==> config.mk <==
export PLATFORM = sky130hd
export DESIGN_NAME = timer_channel
export DESIGN_NICKNAME = d
export VERILOG_FILES = /design/src/timer_channel_pkg.sv /design/src/timer_channel.sv /design/src/input_edge_select.sv
export SDC_FILE = /design/constraint.sdc
export NUM_CORES = 1
export LEC_CHECK = 0
export ABC_AREA = 1
export BUFFER_PORTS_ARGS = -buffer_cell sky130_fd_sc_hd__buf_2
export CORE_UTILIZATION = 40
export CTS_CLUSTER_DIAMETER = 60
export DETAILED_ROUTE_END_ITERATION = 6
export GPL_TIMING_DRIVEN = 0
export HOLD_SLACK_MARGIN = 0.05
export PLACE_DENSITY = 0.56
export SLEW_MARGIN = 20
export SYNTH_ARGS = -nofsm -noshare
export SYNTH_HDL_FRONTEND = slang
export SYNTH_SLANG_ARGS = --single-unit
==> constraint.sdc <==
create_clock -name clk -period 3.5 [get_ports clk]
set_input_delay 0.35 -clock clk [delete_from_list [all_inputs] [get_ports clk]]
set_output_delay 0.35 -clock clk [all_outputs]
set_load 0.02 [all_outputs]
==> src/timer_channel_pkg.sv <==
package timer_channel_pkg;
  // Register byte offsets on the APB bus
  localparam logic [7:0] OFS_MODE = 8'h00;
  localparam logic [7:0] OFS_COMPARE = 8'h04;
  localparam logic [7:0] OFS_MASTER_SLAVE = 8'h08;
  localparam logic [7:0] OFS_POLARITY = 8'h0C;
  localparam logic [7:0] OFS_OUT_VALUES = 8'h10;
  localparam logic [7:0] OFS_CONTROL = 8'h14;
  localparam logic [7:0] OFS_STATUS = 8'h18;
  localparam logic [7:0] OFS_CAPTURE = 8'h1C;

  // Field positions in channel_mode_config
  localparam int MODE_OPT_BIT = 0;
  localparam int MODE_LO = 1;
  localparam int EDGE_LO = 6;
  localparam int STS_LO = 8;
  localparam int CCS_BIT = 12;
  localparam logic [15:0] MODE_WR_MASK = 16'hD7CF;

  // Channel bit in the output registers
  localparam int CH_BIT = 1;

  // Control register bits
  localparam int CTL_START_BIT = 0;
  localparam int CTL_STOP_BIT = 1;
  localparam int CTL_TOE_BIT = 2;

  // Reset values
  localparam logic [15:0] MODE_RST = 16'h0000;
  localparam logic [15:0] COMPARE_RST = 16'h0000;
  localparam logic OUT_BIT_RST = 1'b0;

  // Operating mode codes
  localparam logic [2:0] MD_INTERVAL = 3'h0;
  localparam logic [2:0] MD_CAPTURE = 3'h2;
  localparam logic [2:0] MD_EVENT = 3'h3;
  localparam logic [2:0] MD_ONECOUNT = 3'h4;
  localparam logic [2:0] MD_CAPONE = 3'h6;

  // Edge selection codes
  localparam logic [1:0] EDGE_FALL = 2'h0;
  localparam logic [1:0] EDGE_RISE = 2'h1;
  localparam logic [1:0] EDGE_LOW_W = 2'h2;
  localparam logic [1:0] EDGE_HIGH_W = 2'h3;

  // Trigger source codes
  localparam logic [2:0] STS_SOFT = 3'h0;
  localparam logic [2:0] STS_PIN = 3'h1;

  typedef enum logic [1:0] {
    ST_IDLE = 2'b01,
    ST_RUN = 2'b10
  } run_state_t;
endpackage

==> src/timer_channel.sv <==
// How it works
// - Edge field bits 7:6, code 00 falling edge valid, 01 rising edge valid.
// - Code 10 both edges: start on falling, capture on following rising.
// - Code 11 both edges: start on rising, capture on following falling.
// - Mode 000 interval, 011 event counter, 100 one-count all count down.
// - Mode 010 capture measures pulse interval, counter counts up.
// - Mode 110 capture and one-count measures level width, counts up.
// - Interval or capture: option 1 gives start interrupt and output change.
// - Event counter: option kept 0, no start interrupt, output unchanged.
// - One-count: option 1 makes retrigger restart with interrupt, else ignored.
// - Capture one-count: no start interrupt, output kept, retriggers ignored.
// - Interrupt recurs every compare value plus one count clock periods.
// - Output mode bit 1 selects master when 0, slave when 1.
// - Output level bit 1 gives active high when 0, active low when 1.
// - Output value bit 1 shows the current timer output level.
// - Trigger source 000 software only, 001 valid pin edge starts and captures.
// - Output disabled: software writes set pin; enabled: waveform drives, writes ignored.
//
// Added by the designer: the APB interface to the registers and the address map.
`timescale 1ns/1ns
`default_nettype none
module timer_channel (
  input wire logic clk,
  input wire logic rst,
  input wire logic psel,
  input wire logic penable,
  input wire logic pwrite,
  input wire logic [7:0] paddr,
  input wire logic [31:0] pwdata,
  output logic [31:0] prdata,
  output logic pready,
  output logic pslverr,
  input wire logic timer_input_pin,
  output logic timer_output,
  output logic channel_interrupt
);
  typedef struct packed {
    logic [15:0] mode;
    logic [15:0] compare;
    logic tom;
    logic tol;
    logic toe;
    logic tout;
    logic [15:0] cnt;
    logic [15:0] capt;
    timer_channel_pkg::run_state_t st;
    logic irq;
    logic [31:0] rdata;
  } chan_state_t;

  chan_state_t s_r;
  chan_state_t s_nxt;
  logic valid_edge;
  logic start_edge;
  logic capture_edge;
  logic [2:0] md;
  logic opt;
  logic [2:0] sts;
  logic wr;
  logic rd_setup;
  logic start_sw;
  logic stop_sw;
  logic trig;
  logic tick;
  logic down_mode;
  logic ev_toggle;
  logic ev_set;
  logic ev_clr;

  function automatic logic is_mapped(input logic [7:0] a);
    case (a)
      timer_channel_pkg::OFS_MODE, timer_channel_pkg::OFS_COMPARE,
      timer_channel_pkg::OFS_MASTER_SLAVE, timer_channel_pkg::OFS_POLARITY,
      timer_channel_pkg::OFS_OUT_VALUES, timer_channel_pkg::OFS_CONTROL,
      timer_channel_pkg::OFS_STATUS, timer_channel_pkg::OFS_CAPTURE: is_mapped = 1'b1;
      default: is_mapped = 1'b0;
    endcase
  endfunction

  function automatic logic [31:0] read_word(input logic [7:0] a, input chan_state_t s);
    case (a)
      timer_channel_pkg::OFS_MODE: read_word = {16'h0000, s.mode};
      timer_channel_pkg::OFS_COMPARE: read_word = {16'h0000, s.compare};
      timer_channel_pkg::OFS_MASTER_SLAVE: read_word = {30'h0, s.tom, 1'b0};
      timer_channel_pkg::OFS_POLARITY: read_word = {30'h0, s.tol, 1'b0};
      timer_channel_pkg::OFS_OUT_VALUES: read_word = {30'h0, s.tout, 1'b0};
      timer_channel_pkg::OFS_CONTROL: read_word = {29'h0, s.toe, 2'h0};
      timer_channel_pkg::OFS_STATUS: read_word = {s.cnt, 15'h0, s.st == timer_channel_pkg::ST_RUN};
      timer_channel_pkg::OFS_CAPTURE: read_word = {16'h0000, s.capt};
      default: read_word = 32'h0000_0000;
    endcase
  endfunction

  input_edge_select u_edge (
    .clk(clk),
    .rst(rst),
    .timer_input_pin(timer_input_pin),
    .edge_sel(s_r.mode[timer_channel_pkg::EDGE_LO +: 2]),
    .valid_edge(valid_edge),
    .start_edge(start_edge),
    .capture_edge(capture_edge)
  );

  assign md = s_r.mode[timer_channel_pkg::MODE_LO +: 3];
  assign opt = s_r.mode[timer_channel_pkg::MODE_OPT_BIT];
  assign sts = s_r.mode[timer_channel_pkg::STS_LO +: 3];
  assign wr = psel & penable & pwrite & is_mapped(paddr);
  assign rd_setup = psel & ~penable;
  assign start_sw = wr & (paddr == timer_channel_pkg::OFS_CONTROL) & pwdata[timer_channel_pkg::CTL_START_BIT];
  assign stop_sw = wr & (paddr == timer_channel_pkg::OFS_CONTROL) & pwdata[timer_channel_pkg::CTL_STOP_BIT];
  assign trig = start_sw | ((sts == timer_channel_pkg::STS_PIN) & start_edge);
  assign tick = (s_r.mode[timer_channel_pkg::CCS_BIT] | (md == timer_channel_pkg::MD_EVENT)) ? valid_edge : 1'b1;
  assign down_mode = (md == timer_channel_pkg::MD_INTERVAL) | (md == timer_channel_pkg::MD_EVENT) |
                     (md == timer_channel_pkg::MD_ONECOUNT);

  always_comb begin
    s_nxt = s_r;
    s_nxt.irq = 1'b0;
    ev_toggle = 1'b0;
    ev_set = 1'b0;
    ev_clr = 1'b0;
    if (rd_setup) begin
      s_nxt.rdata = read_word(paddr, s_r);
    end
    if (wr) begin
      case (paddr)
        timer_channel_pkg::OFS_MODE: s_nxt.mode = pwdata[15:0] & timer_channel_pkg::MODE_WR_MASK;
        timer_channel_pkg::OFS_COMPARE: s_nxt.compare = pwdata[15:0];
        timer_channel_pkg::OFS_MASTER_SLAVE: s_nxt.tom = pwdata[timer_channel_pkg::CH_BIT];
        timer_channel_pkg::OFS_POLARITY: s_nxt.tol = pwdata[timer_channel_pkg::CH_BIT];
        timer_channel_pkg::OFS_OUT_VALUES: begin
          if (!s_r.toe) begin
            s_nxt.tout = pwdata[timer_channel_pkg::CH_BIT];
          end
        end
        timer_channel_pkg::OFS_CONTROL: s_nxt.toe = pwdata[timer_channel_pkg::CTL_TOE_BIT];
        default: s_nxt.mode = s_r.mode;
      endcase
    end
    case (s_r.st)
      timer_channel_pkg::ST_IDLE: begin
        if (trig) begin
          s_nxt.st = timer_channel_pkg::ST_RUN;
          s_nxt.cnt = down_mode ? s_r.compare : 16'h0000;
          if (((md == timer_channel_pkg::MD_INTERVAL) | (md == timer_channel_pkg::MD_CAPTURE)) & opt) begin
            s_nxt.irq = 1'b1;
            ev_toggle = 1'b1;
          end
          if (md == timer_channel_pkg::MD_ONECOUNT) begin
            ev_set = 1'b1;
          end
        end
      end
      timer_channel_pkg::ST_RUN: begin
        if (stop_sw) begin
          s_nxt.st = timer_channel_pkg::ST_IDLE;
        end else begin
          case (md)
            timer_channel_pkg::MD_INTERVAL, timer_channel_pkg::MD_EVENT: begin
              if (tick) begin
                if (s_r.cnt == 16'h0000) begin
                  s_nxt.cnt = s_r.compare;
                  s_nxt.irq = 1'b1;
                  ev_toggle = 1'b1;
                end else begin
                  s_nxt.cnt = s_r.cnt - 16'h0001;
                end
              end
            end
            timer_channel_pkg::MD_ONECOUNT: begin
              if (trig & opt) begin
                s_nxt.cnt = s_r.compare;
                s_nxt.irq = 1'b1;
                ev_set = 1'b1;
              end else if (tick) begin
                if (s_r.cnt == 16'h0000) begin
                  s_nxt.irq = 1'b1;
                  s_nxt.st = timer_channel_pkg::ST_IDLE;
                  ev_clr = 1'b1;
                end else begin
                  s_nxt.cnt = s_r.cnt - 16'h0001;
                end
              end
            end
            timer_channel_pkg::MD_CAPTURE: begin
              if (capture_edge & (sts == timer_channel_pkg::STS_PIN)) begin
                s_nxt.capt = s_r.cnt;
                s_nxt.cnt = 16'h0000;
                s_nxt.irq = 1'b1;
              end else if (tick) begin
                s_nxt.cnt = s_r.cnt + 16'h0001;
              end
            end
            timer_channel_pkg::MD_CAPONE: begin
              if (capture_edge) begin
                s_nxt.capt = s_r.cnt;
                s_nxt.irq = 1'b1;
                s_nxt.st = timer_channel_pkg::ST_IDLE;
              end else if (tick) begin
                s_nxt.cnt = s_r.cnt + 16'h0001;
              end
            end
            default: s_nxt.st = timer_channel_pkg::ST_IDLE;
          endcase
        end
      end
      default: s_nxt.st = timer_channel_pkg::ST_IDLE;
    endcase
    if (s_r.toe) begin
      if (s_r.tom) begin
        if (ev_set) begin
          s_nxt.tout = ~s_r.tol;
        end else if (ev_clr) begin
          s_nxt.tout = s_r.tol;
        end
      end else if (ev_toggle) begin
        s_nxt.tout = ~s_r.tout;
      end
    end
  end

  always_ff @(posedge clk or posedge rst) begin
    if (rst) begin
      s_r.mode <= timer_channel_pkg::MODE_RST;
      s_r.compare <= timer_channel_pkg::COMPARE_RST;
      s_r.tom <= 1'b0;
      s_r.tol <= 1'b0;
      s_r.toe <= 1'b0;
      s_r.tout <= timer_channel_pkg::OUT_BIT_RST;
      s_r.cnt <= 16'h0000;
      s_r.capt <= 16'h0000;
      s_r.st <= timer_channel_pkg::ST_IDLE;
      s_r.irq <= 1'b0;
      s_r.rdata <= 32'h0000_0000;
    end else begin
      s_r <= s_nxt;
    end
  end

  assign prdata = s_r.rdata;
  assign pready = 1'b1;
  assign pslverr = psel & penable & ~is_mapped(paddr);
  assign timer_output = s_r.tout;
  assign channel_interrupt = s_r.irq;

  a_start_irq: assert property (@(posedge clk) disable iff (rst)
    (s_r.st == timer_channel_pkg::ST_IDLE && trig && md == 3'h0 && opt) |=> channel_interrupt)
    else $error("no start interrupt in interval mode");
  a_event_quiet: assert property (@(posedge clk) disable iff (rst)
    (s_r.st == timer_channel_pkg::ST_IDLE && trig && md == 3'h3) |=> (!channel_interrupt && $stable(timer_output)))
    else $error("event counter start not quiet");
  a_retrig_ignore: assert property (@(posedge clk) disable iff (rst)
    (s_r.st == timer_channel_pkg::ST_RUN && md == 3'h4 && !opt && trig && !stop_sw && s_r.cnt != 16'h0000)
    |=> !channel_interrupt)
    else $error("one-count retrigger not ignored");
  a_capone_quiet: assert property (@(posedge clk) disable iff (rst)
    (s_r.st == timer_channel_pkg::ST_IDLE && trig && md == 3'h6) |=> (!channel_interrupt && $stable(timer_output)))
    else $error("capture one-count start not quiet");
  a_interval_reload: assert property (@(posedge clk) disable iff (rst)
    (s_r.st == timer_channel_pkg::ST_RUN && md == 3'h0 && tick && s_r.cnt == 16'h0000 && !stop_sw && !wr)
    |=> (channel_interrupt && s_r.cnt == $past(s_r.compare)))
    else $error("interval reload wrong");
  a_down_count: assert property (@(posedge clk) disable iff (rst)
    (s_r.st == timer_channel_pkg::ST_RUN && down_mode && tick && !trig && s_r.cnt != 16'h0000 && !stop_sw)
    |=> (s_r.cnt == $past(s_r.cnt) - 16'h0001))
    else $error("counter did not count down");
  a_up_count: assert property (@(posedge clk) disable iff (rst)
    (s_r.st == timer_channel_pkg::ST_RUN && md == 3'h2 && tick && !capture_edge && !stop_sw)
    |=> (s_r.cnt == $past(s_r.cnt) + 16'h0001))
    else $error("capture counter did not count up");
  a_sw_output: assert property (@(posedge clk) disable iff (rst)
    (wr && paddr == 8'h10 && !s_r.toe) |=> (timer_output == $past(pwdata[1])))
    else $error("software output write lost");
  a_start_load: assert property (@(posedge clk) disable iff (rst)
    (s_r.st == timer_channel_pkg::ST_IDLE && trig && down_mode && !wr) |=> (s_r.cnt == $past(s_r.compare)))
    else $error("compare not loaded at start");
  a_start_silent: assert property (@(posedge clk) disable iff (rst)
    (s_r.st == timer_channel_pkg::ST_IDLE && trig && !opt &&
     (md == timer_channel_pkg::MD_INTERVAL || md == timer_channel_pkg::MD_CAPTURE) &&
     !(wr && paddr == timer_channel_pkg::OFS_OUT_VALUES))
    |=> (!channel_interrupt && $stable(timer_output)))
    else $error("start interrupt without option");
  a_capture_take: assert property (@(posedge clk) disable iff (rst)
    (s_r.st == timer_channel_pkg::ST_RUN && md == timer_channel_pkg::MD_CAPTURE && capture_edge &&
     sts == timer_channel_pkg::STS_PIN && !stop_sw)
    |=> (channel_interrupt && s_r.capt == $past(s_r.cnt) && s_r.cnt == 16'h0000))
    else $error("capture not taken");
  a_capone_end: assert property (@(posedge clk) disable iff (rst)
    (s_r.st == timer_channel_pkg::ST_RUN && md == timer_channel_pkg::MD_CAPONE && capture_edge && !stop_sw)
    |=> (channel_interrupt && s_r.st == timer_channel_pkg::ST_IDLE && s_r.capt == $past(s_r.cnt)))
    else $error("width capture did not end");
  a_retrig_restart: assert property (@(posedge clk) disable iff (rst)
    (s_r.st == timer_channel_pkg::ST_RUN && md == timer_channel_pkg::MD_ONECOUNT && opt && trig && !stop_sw)
    |=> (channel_interrupt && s_r.cnt == $past(s_r.compare)))
    else $error("one-count retrigger not taken");
  a_master_toggle: assert property (@(posedge clk) disable iff (rst)
    (s_r.st == timer_channel_pkg::ST_RUN && md == timer_channel_pkg::MD_INTERVAL && tick &&
     s_r.cnt == 16'h0000 && !stop_sw && s_r.toe && !s_r.tom)
    |=> (timer_output != $past(timer_output)))
    else $error("master output did not toggle");
  a_slave_level: assert property (@(posedge clk) disable iff (rst)
    (s_r.st == timer_channel_pkg::ST_IDLE && trig && md == timer_channel_pkg::MD_ONECOUNT && s_r.toe && s_r.tom)
    |=> (timer_output == !$past(s_r.tol)))
    else $error("slave output level wrong at start");
  a_out_readback: assert property (@(posedge clk) disable iff (rst)
    (rd_setup && paddr == timer_channel_pkg::OFS_OUT_VALUES)
    |=> (prdata == {30'h0, $past(s_r.tout), 1'b0}))
    else $error("output value read back wrong");
  a_soft_only: assert property (@(posedge clk) disable iff (rst)
    (s_r.st == timer_channel_pkg::ST_IDLE && sts == timer_channel_pkg::STS_SOFT && !start_sw)
    |=> (s_r.st == timer_channel_pkg::ST_IDLE))
    else $error("started without software trigger");
  a_pin_start: assert property (@(posedge clk) disable iff (rst)
    (s_r.st == timer_channel_pkg::ST_IDLE && sts == timer_channel_pkg::STS_PIN && start_edge)
    |=> (s_r.st == timer_channel_pkg::ST_RUN))
    else $error("pin edge did not start");
  a_out_locked: assert property (@(posedge clk) disable iff (rst)
    (wr && paddr == timer_channel_pkg::OFS_OUT_VALUES && s_r.toe && s_r.st == timer_channel_pkg::ST_IDLE && !trig)
    |=> $stable(timer_output))
    else $error("output write not ignored");
endmodule // timer_channel
`default_nettype wire

==> src/input_edge_select.sv <==
`timescale 1ns/1ns
`default_nettype none
module input_edge_select (
  input wire logic clk,
  input wire logic rst,
  input wire logic timer_input_pin,
  input wire logic [1:0] edge_sel,
  output logic valid_edge,
  output logic start_edge,
  output logic capture_edge
);
  typedef struct packed {
    logic prev;
  } edge_state_t;

  edge_state_t s_r;
  edge_state_t s_nxt;
  logic rise;
  logic fall;

  always_comb begin
    s_nxt = s_r;
    s_nxt.prev = timer_input_pin;
  end

  always_ff @(posedge clk or posedge rst) begin
    if (rst) begin
      s_r <= '0;
    end else begin
      s_r <= s_nxt;
    end
  end

  assign rise = timer_input_pin & ~s_r.prev;
  assign fall = ~timer_input_pin & s_r.prev;

  always_comb begin
    case (edge_sel)
      timer_channel_pkg::EDGE_FALL: begin
        valid_edge = fall;
        start_edge = fall;
        capture_edge = fall;
      end
      timer_channel_pkg::EDGE_RISE: begin
        valid_edge = rise;
        start_edge = rise;
        capture_edge = rise;
      end
      timer_channel_pkg::EDGE_LOW_W: begin
        valid_edge = rise | fall;
        start_edge = fall;
        capture_edge = rise;
      end
      default: begin
        valid_edge = rise | fall;
        start_edge = rise;
        capture_edge = fall;
      end
    endcase
  end

  a_fall_valid: assert property (@(posedge clk) disable iff (rst)
    (edge_sel == 2'h0 && s_r.prev && !timer_input_pin) |-> (valid_edge && !start_edge == 1'b0))
    else $error("falling edge not valid");
  a_low_width: assert property (@(posedge clk) disable iff (rst)
    (edge_sel == 2'h2 && !s_r.prev && timer_input_pin) |-> (capture_edge && !start_edge))
    else $error("low width capture edge wrong");
  a_high_width: assert property (@(posedge clk) disable iff (rst)
    (edge_sel == 2'h3 && !s_r.prev && timer_input_pin) |-> (start_edge && !capture_edge))
    else $error("high width start edge wrong");
endmodule // input_edge_select
`default_nettype wire

==> flow_summary.ini <==
[setup_path]
startpoint_type = flip-flop
cp_max_fo = 10
end_kind = flip-flop
crit_start = s_r[94]$_DFFE_PP0P_
cp_slowest_cell = o21ai_0
critPathKind = flip-flop to flip-flop
crit_top_cell = nand2_1
slowest_delay_ns = 0.82
rr_startpoint = s_r[94]$_DFFE_PP0P_
cp.required_ns = 3.75
cp.arrival_ns = 3.54
crit_chain = inv_1 -> ha_1 -> o21ai_1 -> nand2_1 -> o21ai_0 -> inv_1 -> clkbuf_1 -> nand3_1 -> nand3_1 -> nand2_1 -> nand2_1 -> nand2_1 -> nand2_1

[synth]
syn_area_mm2 = 0.00654
syn-num-nets = 991
synth_cells = 936
synthTopCellsByCount = 290 x nand2_1, 99 x dfrtp_1, 95 x inv_1
yosysMostFrequentCell = nand2_1
ys_async_sr_fraction_pct = 100
syn_area_per_cell_um2 = 6.99
ys.flop_type = dfrtp_1
yosysTopAreaCell = dfrtp_1
synth_top_area_share_pct = 37.9
ys_warn_count = 0
synthTopCellsByArea = dfrtp_1 38%, nand2_1 17%, o21ai_0 7.1%
synth_edf_count = 0
ys_ff_latch = 100
synthDistinctLibCells = 41
ys_seq_area_share_pct = 38.3

[power]
p_per_area_mw_per_mm2 = 378
ir_drop_uv = 252
p_leak_nw = 3.79

[clock_network]
cts_tree = done
clkLatencyLatePin_ns = 0.36
path_clk_slew_ns = 0.07
cts_max_level = 3
clock-root-buffer = clkbuf_16
post_cts_buffers = 0
cts_buffers = 9
clockBufferDepth = 2
cts.sinks = 100

[worst_hold_path]
min_path_type = input port to flip-flop
hold_start = timer_input_pin

[timing]
period_share_pct = 94.0
final-hold-violation-count = 0
skew_ns = 0.00855
setup_viol = 0
layout_setup_ws_ns = 0.211
maxSlewViolCount = 0
max_slew_margin_pct = 30.5
layout_min_cycle_time_ns = 3.29
rsz0062_at_grt = no
worst_pin_slew_ns = 1.03
timing.fmax_mhz = 304

[floorplanning]
die_y_um = 130
die-area_mm2 = 0.0169
start_util_pct = 41.0
dieWidth_um = 130
row_count = 46
ios = 82
core_area_mm2 = 0.0159

[drt]
vias = 6502
drtIter0Drc = 593
wl_per_cell_um = 17.1
drt-total-wl_um = 21100
first_pass_iters = 5
drc = 0
viasPerCell = 5.27
ant_nets = 0

[global_route]
grt_pass1_vias = 5813
antenna_found_initial = 1
track_usage_pct = 26.6
grt_max_degree = 63
grt-ovfl-total = 0
grt_pass1_wl_um = 33100

[outcome]
status = finished, final reports clean

[flow_run]
cap_violations = 0

[final_layout]
final_cells = 1234
area_delta_synth_final_pct = 14.1
nNetsFinal = 1068
final_layout_size_suffix_gt1_share_pct = 14.2
antenna_cells = 0

[place]
post-place-ws_ns = 0.300
portBuffers = 64
dp_cells = 1217
globalplace.congestion = 0.945
dp_hpwl_um = 16000
sequential cells by signal, summed over array words and instances, names as in the netlist:
register and cells:
channel_interrupt 1, md 3, opt 1, prdata 32
s_r 61, timer_output 1, u_edge.s_r 1
logic make-up after synthesis:
logic type,after synthesis,synth area share [%]
flops,100,38.3
simple gates,470,31.0
mux,2,0.344
buf+inv,172,12.3
xor+xnor,11,1.47
compound gates,171,14.9
other cells,1,0.0573
fa+ha+maj,9,1.72
layout by cell type (no fill, tap or decap), drive strengths merged:
master | netlist | layout
xor2 | 11 | 11
bufinv | 0 | 1
mux2 | 2 | 2
a21oi | 27 | 27
o211ai | 10 | 10
o22ai | 6 | 6
a221oi | 7 | 7
inv | 98 | 99
dfstp | 1 | 1
o2111ai | 1 | 1
nor2 | 73 | 73
dlygate4sd3 | 0 | 1
conb | 1 | 1
clkinv | 3 | 7
a31oi | 3 | 3
nand4 | 15 | 15
nand3b | 3 | 3
o21a | 2 | 2
o31ai | 17 | 17
o21bai | 2 | 2
buf | 43 | 108
dfrtp | 99 | 99
clkbuf | 28 | 38
nand2 | 293 | 293
o21ai | 96 | 96
nor3 | 12 | 12
nand3 | 74 | 74
ha | 9 | 9
power by group:
part | switching (mW) | leakage, nW | total (mW) | internal (mW)
logic | 0.424 | 2.31 | 0.597 | 0.173
clock network | 0.474 | 0.147 | 1.03 | 0.556
registers | 0.0174 | 1.33 | 1.20 | 1.18
total | 0.916 | 3.79 | 2.82 | 1.91
timing repair:
action | 4_1_cts | 5_1_grt
hold buffers | 1 | 0
hold endpoints to repair | 37 | 0
resized for setup | 0 | 0
per-layer routing:
| layer | GRT usage [%] | vias up | routed length [µm] | part of all wire (%) |
|---|---|---|---|---|
| met5 | 1.18 | - | 0 | 0 |
| met4 | 12.4 | 0 | 788 | 3.7 |
| met3 | 4.31 | 40 | 1600 | 7.6 |
| met2 | 38.2 | 295 | 8760 | 42 |
| met1 | 38.7 | 2989 | 9940 | 47 |
| li1 | - | 3178 | - | - |
layout make-up:
class / instances / area (µm²)
buffer: 71 / 420
clock buffer: 10 / 229
clock inverter: 6 / 62.6
fill: 1703 / 8480
inverter: 101 / 387
multi-input combinational: 664 / 3240
sequential: 100 / 2500
tap: 216 / 270
timing repair buffer: 66 / 358
stage by stage:
stage                     hold slack (ns)  setup TNS [ns]  cell area, µm²  total power [mW]  utilization, %
after global placement              0.466          -78.18            7130              1.80            44.7
after floorplan                     0.381               0            6540              1.63               -
final                               0.131               0            7470              2.82            46.8
after CTS                           0.128               0            7470              2.84            46.8
after detailed placement            0.381               0            7170              1.81            44.9
after global routing                0.138               0            7470              2.96            46.8
path summary, 6_finish.rpt:
kind	endpoint	slack (ns)	cells past startpoint
max in group asynchronous	prdata[20]$_DFFE_PP0P_	2.34	4
worst min register to register	prdata[13]$_DFFE_PP0P_	0.48	2
min in group asynchronous	timer_output$_DFF_PP0_	0.53	3
worst max register to register	s_r[64]$_DFFE_PP0P_	0.21	13
worst min-delay path	u_edge.s_r$_DFF_PP0_	0.13	1
worst max-delay path	s_r[64]$_DFFE_PP0P_	0.21	13
worst max-delay path: cells and delay by family (launching register included):
kind,cells,cell delay (ns)
DFF,1,0.41
and+or+nand+nor,7,0.71
buffers and inverters,3,0.65
adders and majority gates,1,0.25
AOI/OAI and AO/OA,2,1.15
Note: power is estimated with default switching activity, not from simulation.
